File: config.mk
export PLATFORM = sky130hd
export DESIGN_NAME = tia_aggregator
export DESIGN_NICKNAME = d
export VERILOG_FILES = /design/src/core/tia_pkg.sv /design/src/core/tia_aggregator.sv
export SDC_FILE = /design/constraint.sdc
export NUM_CORES = 1
export LEC_CHECK = 0
export BUFFER_PORTS_ARGS = -buffer_cell sky130_fd_sc_hd__buf_2
export CELL_PAD_IN_SITES_DETAIL_PLACEMENT = 1
export CELL_PAD_IN_SITES_GLOBAL_PLACEMENT = 2
export CORE_ASPECT_RATIO = 1.75
export CORE_MARGIN = 5
export CORE_UTILIZATION = 34
export CTS_BUF_LIST = sky130_fd_sc_hd__clkbuf_4
export DETAILED_ROUTE_END_ITERATION = 8
export GPL_ROUTABILITY_DRIVEN = 0
export GPL_TIMING_DRIVEN = 0
export HOLD_SLACK_MARGIN = 0.05
export PLACE_DENSITY = 0.82
export SLEW_MARGIN = 0
export SYNTH_ARGS = -nofsm -noshare
export SYNTH_HDL_FRONTEND = slang
export SYNTH_SLANG_ARGS = --single-unit
File: constraint.sdc
create_clock -name sys_clk -period 2.85 [get_ports sys_clk]
set_clock_uncertainty 0.2 [all_clocks]
set_input_delay 0.4275 -clock sys_clk [delete_from_list [all_inputs] [get_ports sys_clk]]
set_output_delay 0.4275 -clock sys_clk [all_outputs]
set_load 0.005 [all_outputs]
File: src/core/tia_pkg.sv
// Purpose: shared constants and types of the two-tier interrupt aggregator
// Assumes: 32-bit AHB-Lite register access, one word per register
// Notes:   register index times four gives the byte address
package tia_pkg;

    // register indices (byte address = index * 4)
    localparam logic [5:0] IDX_ALERT_CONTROL = 6'h09;
    localparam logic [5:0] IDX_SOURCE_MASK   = 6'h0A;
    localparam logic [5:0] IDX_PENDING_FLAGS = 6'h0B;
    localparam logic [5:0] IDX_GPIO_ENABLE   = 6'h0C;
    localparam logic [5:0] IDX_PIN_EVENTS    = 6'h0D;
    localparam logic [5:0] IDX_SYS_STATUS    = 6'h10;
    localparam logic [5:0] IDX_SYS_MASK      = 6'h11;

    // reset values
    localparam logic [7:0] RST_ALERT_CONTROL = 8'h00;
    localparam logic [7:0] RST_SOURCE_MASK   = 8'h00;
    localparam logic [7:0] RST_PENDING_FLAGS = 8'h10;
    localparam logic [7:0] RST_GPIO_ENABLE   = 8'h00;
    localparam logic [7:0] RST_PIN_EVENTS    = 8'h00;
    localparam logic [1:0] RST_SYS_STATUS    = 2'h0;
    localparam logic [1:0] RST_SYS_MASK      = 2'h0;

    // pending flag positions
    localparam int PF_CONTACT  = 0;
    localparam int PF_MARK     = 1;
    localparam int PF_OVERRUN  = 2;
    localparam int PF_FULL     = 3;
    localparam int PF_EMPTY    = 4;
    localparam int PF_TEMP     = 5;
    localparam int PF_ADC      = 6;
    localparam int PF_GPIO     = 7;

    // alert_control field positions
    localparam int AC_MASTER   = 0;
    localparam int AC_EDGE     = 1;
    localparam int AC_POLARITY = 2;

    // local status positions
    localparam int SS_ALERT_RAISED = 0;
    localparam int SS_FLAGS_CLEARED = 1;

    // edge-mode alert pulse width
    localparam int ALERT_PULSE_NS = 1000;
    localparam int CLK_PERIOD_NS  = 20;
    localparam int ALERT_PULSE_CYC_I = ALERT_PULSE_NS / CLK_PERIOD_NS;
    localparam logic [7:0] ALERT_PULSE_CYC = ALERT_PULSE_CYC_I[7:0];

    // touch data queue status from the touch controller
    typedef struct packed {
        logic       empty;
        logic       full;
        logic       overrun;
        logic [7:0] level;
        logic [7:0] threshold;
    } tia_queue_t;

    // alert_control layout
    typedef struct packed {
        logic [4:0] reserved;
        logic       polarity;
        logic       edge_sel;
        logic       master_en;
    } tia_alert_ctrl_t;

endpackage

File: src/core/tia_aggregator.sv
// Purpose: top-tier interrupt aggregation and host alert pin generation
// Assumes: all event inputs come from logic on sys_clk; AHB-Lite slave, words only
// Notes:   reads take one wait state so they always see committed writes
//
// The AHB-Lite slave port was decided locally.
`timescale 1ns/1ps

module tia_aggregator (
    // clock and reset
    input  wire logic                 sys_clk,
    input  wire logic                 rstn,
    // ahb-lite slave
    input  wire logic                 hsel,
    input  wire logic [7:0]           haddr,
    input  wire logic [1:0]           htrans,
    input  wire logic                 hwrite,
    input  wire logic [2:0]           hsize,
    input  wire logic [31:0]          hwdata,
    input  wire logic                 hready,
    output logic                      hreadyout,
    output logic [31:0]               hrdata,
    output logic                      hresp,
    // event sources
    input  wire tia_pkg::tia_queue_t  queue_stat,
    input  wire logic                 contact_detected,
    input  wire logic                 temperature_limit_event,
    input  wire logic                 adc_enabled_active,
    input  wire logic [7:0]           gpio_pin_event,
    // host alert pin and local interrupt
    output logic                      alert_pin,
    output logic                      sys_irq
);

    // overview: three host-visible registers of the top tier, two of the
    // gpio second tier, and a local status and mask pair that drive an
    // interrupt toward the on-chip processor
    // every event input is a pulse or level of the sys_clk domain, so no
    // synchroniser sits in front of them; a source from another clock must
    // be brought across before it reaches this block
    //
    // register state
    tia_pkg::tia_alert_ctrl_t ctrl_r;
    logic [7:0]  source_mask_r;
    logic [7:0]  pending_flags_r;
    logic [7:0]  pending_flags_nxt;
    logic [7:0]  gpio_enable_r;
    logic [7:0]  pin_event_flags_r;
    logic [7:0]  pin_event_flags_nxt;
    logic [1:0]  sys_status_r;
    logic [1:0]  sys_status_nxt;
    logic [1:0]  sys_mask_r;

    // bus data-phase state
    logic        dp_valid_r;
    logic        dp_write_r;
    logic [5:0]  dp_index_r;
    logic        dp_mapped_r;
    logic        rd_wait_r;
    logic [31:0] rdata_r;

    // event detection state
    logic        empty_prev_r;
    logic        full_prev_r;
    logic        mark_prev_r;
    logic [7:0]  armed_prev_r;
    logic [7:0]  pulse_cnt_r;
    logic        alert_act_prev_r;
    logic        alert_pin_r;

    // combinational helpers
    logic        addr_take;
    logic        wr_go;
    logic        rd_cap;
    logic [7:0]  wbyte;
    logic        at_mark;
    logic [7:0]  set_vec;
    logic [7:0]  clr_vec;
    logic [7:0]  armed;
    logic [7:0]  new_armed;
    logic        alert_act;
    logic [31:0] rd_mux;

    // bus timing in short: a write finishes in its first data-phase cycle,
    // a read waits one cycle so the read mux sees any write just ahead of it
    // the wait state costs one cycle per read, traded for a simpler mux path
    // and no write-to-read forwarding logic
    //
    // address phase is taken only when the bus is ready and a transfer starts
    assign addr_take = hsel && htrans[1] && hready;
    assign wr_go     = dp_valid_r && dp_write_r && dp_mapped_r;
    assign rd_cap    = dp_valid_r && !dp_write_r && rd_wait_r;
    assign wbyte     = hwdata[7:0];

    // reads stall one cycle; writes complete at once
    assign hreadyout = !rd_cap;
    assign hresp     = 1'b0;
    assign hrdata    = rdata_r;

    // data phase tracking
    always_ff @(posedge sys_clk or negedge rstn) begin
        if (!rstn) begin
            dp_valid_r  <= 1'b0;
            dp_write_r  <= 1'b0;
            dp_index_r  <= 6'h00;
            dp_mapped_r <= 1'b0;
            rd_wait_r   <= 1'b0;
        end else if (rd_cap) begin
            rd_wait_r <= 1'b0; // answer stands next cycle
        end else begin
            dp_valid_r  <= addr_take;
            dp_write_r  <= hwrite;
            dp_index_r  <= haddr[7:2];
            dp_mapped_r <= (haddr[1:0] == 2'h0);
            rd_wait_r   <= addr_take && !hwrite;
        end
    end

    // the mux works from the registered index, never from haddr, because the
    // address bus may already carry the next transfer during the wait state
    // upper bits of every word read as zero
    //
    // read data mux; unmapped or misaligned words read as zero
    always_comb begin
        rd_mux = 32'h0000_0000;
        if (dp_mapped_r) begin
            unique case (dp_index_r)
                tia_pkg::IDX_ALERT_CONTROL: rd_mux[2:0] = ctrl_r[2:0];
                tia_pkg::IDX_SOURCE_MASK:   rd_mux[7:0] = source_mask_r;
                tia_pkg::IDX_PENDING_FLAGS: rd_mux[7:0] = pending_flags_r;
                tia_pkg::IDX_GPIO_ENABLE:   rd_mux[7:0] = gpio_enable_r;
                tia_pkg::IDX_PIN_EVENTS:    rd_mux[7:0] = pin_event_flags_r;
                tia_pkg::IDX_SYS_STATUS:    rd_mux[1:0] = sys_status_r;
                tia_pkg::IDX_SYS_MASK:      rd_mux[1:0] = sys_mask_r;
                default:                    rd_mux = 32'h0000_0000;
            endcase
        end
    end

    // read data register, loaded after any write ahead of it has landed
    always_ff @(posedge sys_clk or negedge rstn) begin
        if (!rstn) begin
            rdata_r <= 32'h0000_0000;
        end else if (rd_cap) begin
            rdata_r <= rd_mux;
        end
    end

    // plain read/write configuration registers
    always_ff @(posedge sys_clk or negedge rstn) begin
        if (!rstn) begin
            ctrl_r        <= tia_pkg::RST_ALERT_CONTROL;
            source_mask_r <= tia_pkg::RST_SOURCE_MASK;
            gpio_enable_r <= tia_pkg::RST_GPIO_ENABLE;
            sys_mask_r    <= tia_pkg::RST_SYS_MASK;
        end else if (wr_go) begin
            if (dp_index_r == tia_pkg::IDX_ALERT_CONTROL) begin
                ctrl_r <= {5'h00, wbyte[2:0]}; // reserved bits stay zero
            end
            if (dp_index_r == tia_pkg::IDX_SOURCE_MASK) begin
                source_mask_r <= wbyte;
            end
            if (dp_index_r == tia_pkg::IDX_GPIO_ENABLE) begin
                gpio_enable_r <= wbyte;
            end
            if (dp_index_r == tia_pkg::IDX_SYS_MASK) begin
                sys_mask_r <= wbyte[1:0];
            end
        end
    end

    // queue empty, full and mark arrive as levels; the flags want the moment they start,
    // so each one is compared with its value one cycle earlier
    // a level that stays high therefore sets its flag once, and a host that
    // clears the flag will not see it again until the level drops and returns
    //
    // queue level mark: level at or above threshold
    assign at_mark = (queue_stat.level >= queue_stat.threshold);

    // edge memory for level-type queue conditions
    always_ff @(posedge sys_clk or negedge rstn) begin
        if (!rstn) begin
            empty_prev_r <= 1'b1; // reset flag already reports empty
            full_prev_r  <= 1'b0;
            mark_prev_r  <= 1'b0;
        end else begin
            empty_prev_r <= queue_stat.empty;
            full_prev_r  <= queue_stat.full;
            mark_prev_r  <= at_mark;
        end
    end

    // pending flag causes; set regardless of the source mask
    always_comb begin
        set_vec = 8'h00;
        set_vec[tia_pkg::PF_CONTACT] = contact_detected;
        set_vec[tia_pkg::PF_MARK]    = at_mark && !mark_prev_r;
        set_vec[tia_pkg::PF_OVERRUN] = queue_stat.overrun;
        set_vec[tia_pkg::PF_FULL]    = queue_stat.full && !full_prev_r;
        set_vec[tia_pkg::PF_EMPTY]   = queue_stat.empty && !empty_prev_r;
        set_vec[tia_pkg::PF_TEMP]    = temperature_limit_event;
        set_vec[tia_pkg::PF_ADC]     = adc_enabled_active;
        set_vec[tia_pkg::PF_GPIO]    = |(pin_event_flags_r & gpio_enable_r);
    end

    // the host services a cause and then writes its bit back as one;
    // zero bits in the same word leave other flags alone, so a host can
    // clear one cause without a read-modify-write race
    //
    // write-one-to-clear mask for the pending flags
    assign clr_vec = (wr_go && dp_index_r == tia_pkg::IDX_PENDING_FLAGS) ? wbyte : 8'h00;

    // a cause in the same cycle as its clear wins, so no event is lost
    assign pending_flags_nxt = set_vec | (pending_flags_r & ~clr_vec);

    // top-tier pending flags
    always_ff @(posedge sys_clk or negedge rstn) begin
        if (!rstn) begin
            pending_flags_r <= tia_pkg::RST_PENDING_FLAGS;
        end else begin
            pending_flags_r <= pending_flags_nxt;
        end
    end

    // second-tier per-pin GPIO flags, write one to clear, set wins
    assign pin_event_flags_nxt = gpio_pin_event |
        (pin_event_flags_r &
         ~((wr_go && dp_index_r == tia_pkg::IDX_PIN_EVENTS) ? wbyte : 8'h00));

    always_ff @(posedge sys_clk or negedge rstn) begin
        if (!rstn) begin
            pin_event_flags_r <= tia_pkg::RST_PIN_EVENTS;
        end else begin
            pin_event_flags_r <= pin_event_flags_nxt;
        end
    end

    // the mask only gates the pin, never the flags themselves, so software
    // may poll masked causes at leisure
    // new_armed compares with the previous cycle: a flag that becomes
    // unmasked while already pending counts as a new event in edge mode
    //
    // flags that are both pending and let through by the mask
    assign armed     = pending_flags_r & source_mask_r;
    assign new_armed = armed & ~armed_prev_r;

    always_ff @(posedge sys_clk or negedge rstn) begin
        if (!rstn) begin
            armed_prev_r <= 8'h00;
        end else begin
            armed_prev_r <= armed;
        end
    end

    // limitation: events that arrive while a pulse is still running merge
    // into one longer pulse, so an edge host may count fewer than happened;
    // it must read the pending flags to find every cause
    // the pulse width is a package constant sized for slow host sampling
    //
    // edge-mode pulse timer; a new event restarts it, the master bit kills it
    always_ff @(posedge sys_clk or negedge rstn) begin
        if (!rstn) begin
            pulse_cnt_r <= 8'h00;
        end else if (!ctrl_r.master_en) begin
            pulse_cnt_r <= 8'h00;
        end else if (|new_armed) begin
            pulse_cnt_r <= tia_pkg::ALERT_PULSE_CYC;
        end else if (pulse_cnt_r != 8'h00) begin
            pulse_cnt_r <= pulse_cnt_r - 8'h01;
        end
    end

    // active state of the alert before polarity is applied
    always_comb begin
        if (!ctrl_r.master_en) begin
            alert_act = 1'b0;
        end else if (ctrl_r.edge_sel) begin
            alert_act = (pulse_cnt_r != 8'h00);
        end else begin
            alert_act = |armed;
        end
    end

    // pin driven from a flop; inactive level follows the polarity bit
    always_ff @(posedge sys_clk or negedge rstn) begin
        if (!rstn) begin
            alert_pin_r <= 1'b1; // low-active at reset, so idle is high
        end else begin
            alert_pin_r <= ctrl_r.polarity ? alert_act : !alert_act;
        end
    end

    assign alert_pin = alert_pin_r;

    always_ff @(posedge sys_clk or negedge rstn) begin
        if (!rstn) begin
            alert_act_prev_r <= 1'b0;
        end else begin
            alert_act_prev_r <= alert_act;
        end
    end

    // the local status records alert activity and host clears, so the on-chip
    // processor can follow what the host side does without polling it
    // the read that clears it is the one whose data is being loaded, so the
    // value returned is the value cleared and no event slips between them
    //
    // local status: cleared by reading it, a new event in that cycle wins
    always_comb begin
        sys_status_nxt = sys_status_r;
        if (rd_cap && dp_mapped_r && dp_index_r == tia_pkg::IDX_SYS_STATUS) begin
            sys_status_nxt = 2'h0;
        end
        if (alert_act && !alert_act_prev_r) begin
            sys_status_nxt[tia_pkg::SS_ALERT_RAISED] = 1'b1;
        end
        if (|(clr_vec & pending_flags_r)) begin
            sys_status_nxt[tia_pkg::SS_FLAGS_CLEARED] = 1'b1;
        end
    end

    always_ff @(posedge sys_clk or negedge rstn) begin
        if (!rstn) begin
            sys_status_r <= tia_pkg::RST_SYS_STATUS;
        end else begin
            sys_status_r <= sys_status_nxt;
        end
    end

    // local level interrupt toward the on-chip processor
    assign sys_irq = |(sys_status_r & sys_mask_r);

endmodule

==> results of run 1 <==
-- area by class of cell --
class                      count  area, sq um  area share [%]
timing repair buffer          90          611            12.2
clock buffer                  13         97.6            1.95
multi-input combinational    252         1820            36.4
buffer                        34          239            4.77
clock inverter                 3         11.3           0.225
sequential                    78         1960            39.1
inverter                      26         97.6            1.95
antenna                        1         2.50          0.0500
tap                          135          169            3.37
-- final timing paths --
path                                                      to  slack [ns]  cells after the start
worst min-delay path            source_mask_r[3]$_DFFE_PN0P_        0.11                      2
worst max register to register    pulse_cnt_r[6]$_DFFE_PN0P_        0.32                      6
worst max-delay path              pulse_cnt_r[6]$_DFFE_PN0P_        0.32                      6
min in group asynchronous              full_prev_r$_DFF_PN0_        0.16                      2
max in group asynchronous                alert_pin$_DFF_PN1_        1.68                      3
worst min register to register   sys_status_r[0]$_DFFE_PN0P_        0.25                      1
-- logic make-up (layout without fill, tap and decap cells) --
kind of cell | after synthesis | after routing
muxes | 39 | 39
adders and majority gates | 10 | 10
buffers and inverters | 60 | 166
and+or+nand+nor | 108 | 108
other | 1 | 26
DFF | 78 | 78
AOI/OAI and AO/OA | 63 | 63
xor gates and xnor gates | 7 | 7
-- Yosys cell counts, types with 2 or more instances --
cell type and instances:
nand3b_1 4, nand4bb_1 2, o22ai_1 4, buf_2 2, dfrtp_1 75, ha_1 10, mux2_4 3, nand3_1 5
xnor2_1 3, and2_1 4, or4_1 2, clkbuf_1 4, a22oi_1 9, and3_1 7, inv_1 25, nand2_1 38
nor3b_1 2, nand2b_1 2, mux2i_1 7, a221oi_1 6, nor4b_1 2, nor3_1 13, a21oi_1 4, mux2_2 29
nor2_1 11, a221o_1 4, a22o_1 9, buf_4 25, xor2_1 4, buf_6 2, dfstp_2 3, a21o_1 13
a222oi_1 2, nand4_1 2, nor4_1 4, o21ai_0 6
-- flip-flops by register name (all words and copies together) (netlist names) --
name	cells
dp_mapped_r	1
pin_event_flags_r	8
sys_status_r	2
mark_prev_r	1
dp_valid_r	1
alert_act_prev_r	1
ctrl_r	3
source_mask_r	8
rd_wait_r	1
armed_prev_r	8
alert_pin	1
gpio_enable_r	8
hrdata	8
dp_index_r	6
dp_write_r	1
full_prev_r	1
empty_prev_r	1
pending_flags_r	8
sys_mask_r	2
pulse_cnt_r	8
-- through the flow --
step | total power, mW | std cells
6_report | 2.07 | 632
5_1_grt | 2.17 | 632
4_1_cts | 2.09 | 631
3_5_place_dp | 1.49 | 588
3_3_place_gp | 1.47 | 587
2_1_floorplan | 1.36 | 390
-- per-layer routing --
layer | vias to the layer above | global-route usage (%)
li1 | 1514 | -
met1 | 1647 | 16.7
met2 | 77 | 32.3
met3 | 22 | 2.93
met4 | 0 | 6.80
met5 | - | 0
-- power by group through the flow --
| stage | sequential [mW] | combinational, mW | clock (mW) |
|---|---|---|---|
| after floorplan | 1.19 | 0.170 | 0 |
| after global placement | 1.20 | 0.270 | 0 |
| after detailed placement | 1.20 | 0.285 | 0 |
| after CTS | 1.18 | 0.315 | 0.599 |
| after global routing | 1.19 | 0.348 | 0.636 |
| final | 1.18 | 0.312 | 0.577 |
-- repair_timing --
item                                    in CTS  in global routing
endpoints found under the setup margin       0                  0
hold buffers                                27                  0
hold endpoints to repair                   102                  0
==> impl_metrics.ini, run 1 <==
[global_routing]
grt-ovfl-total = 0
grt_pass1_vias = 3700
grt_max_degree = 72
antenna_found_initial = 1
grt_use_total_pct = 16.5
grt_pass1_wl_um = 18300

[cells_and_area]
drive_gt1_share_pct = 29.4
fillers = 1352
syn_to_final_growth_pct = 24.4
num-nets-final = 581
layout_common_cells = dfrtp_1 (75), buf_2 (63), nand2_1 (38)
utilization_pct = 43.2
final_area_sq_mm = 0.00501
layout_commonest_cell = dfrtp_1

[place]
hpwlAfterDp_um = 8830
io_buffers = 62
dp_slack_ns = 0.326
place_area_sq_mm = 0.00463

[worst_setup_path]
crit_chain = inv_1 -> ha_1 -> nor4b_1 -> a21boi_0 -> a22o_1 -> and3_1
cp-startpoint = pulse_cnt_r[0]$_DFFE_PN0P_
endpoint_kind = flip-flop
required_ns = 2.98
worstPathArrival_ns = 2.66
start_kind = flip-flop
slowest_stage = nor4b_1
critPathKind = reg -> reg
rr_startpoint = pulse_cnt_r[0]$_DFFE_PN0P_
critPathTopFamily = simple AND/OR/NAND/NOR gates
crit_path_max_incr_delay_ns = 0.64
crit_buf_inv = 1
cp_max_fo = 4

[floorplanning]
die-height_um = 154
num_rows = 52
die_area_sq_mm = 0.0142
fp.dieW_um = 92.3
coreArea_sq_mm = 0.0116
initial_utilization_pct = 34.8
ioPinCount = 116

[timing]
rsz0062_at_grt = false
fmax_mhz = 394
fin_tns_setup_ns = 0
period_share_pct = 88.9
fin_crit_ns = 2.53
slew_viol_final = 0
maxSlewHeadroom_pct = 22.3
hold_slack_ns = 0.110
setup_viol = 0
tightest_slew_ns = 1.16
finalHoldViolCount = 0
setup_ws_ns = 0.315

[power_and_ir_drop]
p_per_area_mw_per_mm2 = 413
pwr-share-clk_pct = 27.9
vdd_drop_max_mv = 0.166
p_leak_nw = 2.42
p_switching_uw = 549
p_comb_share_pct = 15.1
switching_share_pct = 26.6
seqPwrFrac_pct = 57.0
p_int_mw = 1.52

[clock_tree]
path_clk_slew_ns = 0.12
cts_setup_buffers = 0
htreeDepth = 3
cts_resized = 0
cts.sinks = 78
cts_tree = yes
cts_buffer_depth = 2
clockRootBuffer = clkbuf_4
insertion_delay_ns = 0.43
cts_buffers = 9

[logic_synthesis]
synth_cells = 366
synth_top_family_by_area = simple AND/OR/NAND/NOR gates
synth_seq_cells = 78
ys.flop_type = dfrtp_1
yosys.area.top_type = dfrtp_1
synth_edf_count = 0
syn_area_sq_mm = 0.00403
synth_compound_area_share_pct = 12.0
synthMuxAreaShare_pct = 11.0
synth_simple_gate_area_share_pct = 15.4
ys_seq_area_share_pct = 48.6
synthAdderAreaFrac_pct = 3.11
synthArstFlopShare_pct = 100
yosys_warnings = 0
avgSynthCellArea_sq_um = 11.0
netlist.area_leader.share_pct = 46.6
synth_xor_area_share_pct = 1.52
yosysUniqueCellTypes = 55
ys_top_cells_by_area = dfrtp_1 (47%), mux2_2 (8.1%), buf_4 (4.7%)

[detailed_routing]
avgRoutedWirePerCell_um = 17.9
drt-met1-wl_um = 3990
routed.top_layer = met4
drcViolationCount = 0
wl_met3_um = 363
routed_via_density = 5.16
dr.pass1.iters = 4
wl_um = 11300
drt_iter0_drc = 131
vias = 3260
ant_nets = 0
dr_wl_met2_um = 6680

[worst_hold_path]
hold_start = hwdata[3]
hp-class = in -> reg

[outcome]
status = completed

[run]
maxCapViolCount = 0
Power figures use the tool's default switching activity.
==> run 2, diff against run 1 <==
--- a/config.mk
+++ b/config.mk
@@ -10,13 +10,14 @@
 export CELL_PAD_IN_SITES_GLOBAL_PLACEMENT = 2
 export CORE_ASPECT_RATIO = 1.75
 export CORE_MARGIN = 5
-export CORE_UTILIZATION = 34
+export CORE_UTILIZATION = 30
 export CTS_BUF_LIST = sky130_fd_sc_hd__clkbuf_4
 export DETAILED_ROUTE_END_ITERATION = 8
 export GPL_ROUTABILITY_DRIVEN = 0
 export GPL_TIMING_DRIVEN = 0
 export HOLD_SLACK_MARGIN = 0.05
-export PLACE_DENSITY = 0.82
+export PLACE_DENSITY = 0.77
+export RECOVER_POWER = 25
 export SLEW_MARGIN = 0
 export SYNTH_ARGS = -nofsm -noshare
 export SYNTH_HDL_FRONTEND = slang
==> constraint.sdc (replaced) <==
create_clock -name sys_clk -period 2.2 [get_ports sys_clk]
set_clock_uncertainty 0.2 [all_clocks]
set_input_delay 0.33 -clock sys_clk [delete_from_list [all_inputs] [get_ports sys_clk]]
set_output_delay 0.33 -clock sys_clk [all_outputs]
set_load 0.005 [all_outputs]
==> run 2 against run 1 <==
  * Critical path depth shrank 1
  * Combinational power increased by 37%
  * Register-to-register slack worse by 0.29 ns
  * Global-route usage shrank 0.71 points
  * Count of clock-buffer cells in the layout decreased by 1
  * Critical path type unchanged
  * Maximum frequency is 16% higher
  * Wire length increased by 4.4%
  * Power increased by 48%
  * Cell count up 9.0%
  * Non-clock buffer count is 18 higher
==> impl_metrics.ini, run 2 (synthesis results as in run 1) <==
[power_and_ir_drop]
fin_total_pwr_mw = 3.06
p_int_mw = 2.32
p_leak_nw = 2.55
p_switching_uw = 743
vdd_drop_max_mv = 0.245
p_per_area_mw_per_mm2 = 571
p_comb_share_pct = 13.9
pwr-share-clk_pct = 36.1
switching_share_pct = 24.2
seqPwrFrac_pct = 50.0

[detailed_routing]
wl_um = 11800
ant_nets = 0
drcViolationCount = 0
vias = 3303
drt_iter0_drc = 128
dr.pass1.iters = 4
avgRoutedWirePerCell_um = 17.2
routed_via_density = 4.79

[floorplanning]
num_rows = 56
fp.dieW_um = 97.6
initial_utilization_pct = 30.2
coreArea_sq_mm = 0.0133
die-height_um = 163
ioPinCount = 116
die_area_sq_mm = 0.0159

[timing]
rsz0062_at_grt = true
fmax_mhz = 459
setup_ws_ns = 0.0219
setup_viol = 0
period_share_pct = 99.0
maxSlewHeadroom_pct = 34.0
fin_crit_ns = 2.18
finalHoldViolCount = 0
tightest_slew_ns = 0.990
slew_viol_final = 0

[global_routing]
grt_pass1_wl_um = 19800
antenna_found_initial = 1
grt_max_degree = 72
grt_use_total_pct = 15.8
grt_pass1_vias = 3843
grt-ovfl-total = 0

[place]
dp_slack_ns = -0.284
hpwlAfterDp_um = 8800
place_area_sq_mm = 0.00467
placed_cells = 627
io_buffers = 62

[cells_and_area]
final_area_sq_mm = 0.00537
fillers = 1541
syn_to_final_growth_pct = 33.4
final_cell_count_no_fill = 689
layout_common_cells = dfrtp_1 (73), buf_2 (63), dlygate4sd3_1 (36)
utilization_pct = 40.3
num-nets-final = 599
drive_gt1_share_pct = 33.3
layout_commonest_cell = dfrtp_1

[clock_tree]
clockRootBuffer = clkbuf_4
cts_buffer_depth = 2
path_clk_slew_ns = 0.12
insertion_delay_ns = 0.44
cts_buffers = 9
cts.sinks = 78
htreeDepth = 3
cts_tree = yes

[worst_setup_path]
endpoint_kind = flip-flop
r2r_cells = 5
critPathKind = reg -> reg
worstPathArrival_ns = 2.30
required_ns = 2.32
cp_max_fo = 8
start_kind = flip-flop

[outcome]
status = completed

[worst_hold_path]
hp-class = in -> reg
holdPathStages = 3

[run]
maxCapViolCount = 0
-- run 2: what timing repair did --
action / CTS / global route
resized for setup: 7 / 17
gates cloned: 1 / 0
hold buffers: 36 / 0
setup buffers: 6 / 4
pin swaps: 2 / 7
endpoints found under the hold margin: 119 / 0
endpoints found under the setup margin: 33 / 39
-- run 2: power groups by stage --
stage	Combinational [mW]	Clock, mW	Sequential [mW]
3_3_place_gp	0.352	0	1.55
3_5_place_dp	0.370	0	1.56
2_1_floorplan	0.220	0	1.54
6_report	0.427	1.11	1.53
4_1_cts	0.428	1.13	1.53
5_1_grt	0.477	1.20	1.54
-- run 2: critical path, stage by stage (launching register included) --
cell	delay (ns)
dfrtp_2	0.45
or4b_4	0.59
buf_8	0.17
nor2_8	0.14
nand3b_4	0.18
mux2_4	0.34
-- run 2: worst paths after layout --
| path | from | endpoint | slack (ns) |
|---|---|---|---|
| min in group asynchronous | rstn | empty_prev_r$_DFF_PN1_ | 0.18 |
| hold / removal | queue_stat[13] | mark_prev_r$_DFF_PN0_ | 0.17 |
| setup / recovery | dp_index_r[2]$_DFFE_PN0N_ | source_mask_r[0]$_DFFE_PN0P_ | 0.02 |
| setup reg to reg | dp_index_r[2]$_DFFE_PN0N_ | source_mask_r[0]$_DFFE_PN0P_ | 0.02 |
| hold reg to reg | alert_act_prev_r$_DFF_PN0_ | sys_status_r[0]$_DFFE_PN0P_ | 0.26 |
| max in group asynchronous | rstn | dp_index_r[2]$_DFFE_PN0N_ | 0.51 |
-- run 2: area by class of cell --
type | count | area (sq um) | area share [%]
Sequential cell | 78 | 1960 | 36.5
Antenna cell | 1 | 2.50 | 0.0466
Multi-Input combinational cell | 252 | 1880 | 35.0
Tap cell | 174 | 218 | 4.05
Clock inverter | 4 | 95.1 | 1.77
Inverter | 26 | 101 | 1.89
Timing Repair Buffer | 110 | 802 | 14.9
Buffer | 32 | 221 | 4.12
Clock buffer | 12 | 90.1 | 1.68
-- run 2: stage by stage --
step / hold slack (ns) / setup TNS [ns]
after floorplan: -0.166 / 0
after global placement: 0.235 / -4.65
after detailed placement: -0.0280 / -4.80
after CTS: 0.150 / 0
after global routing: 0.150 / -0.197
final: 0.172 / 0
-- run 2: layer usage --
metal / vias up / global-route usage (%) / wire, um
met1: 1654 / 15.5 / 4180
li1: 1549 / - / -
met2: 82 / 31.7 / 6980
met5: - / 0 / 0
met4: 0 / 5.86 / 261
met3: 18 / 3.16 / 417
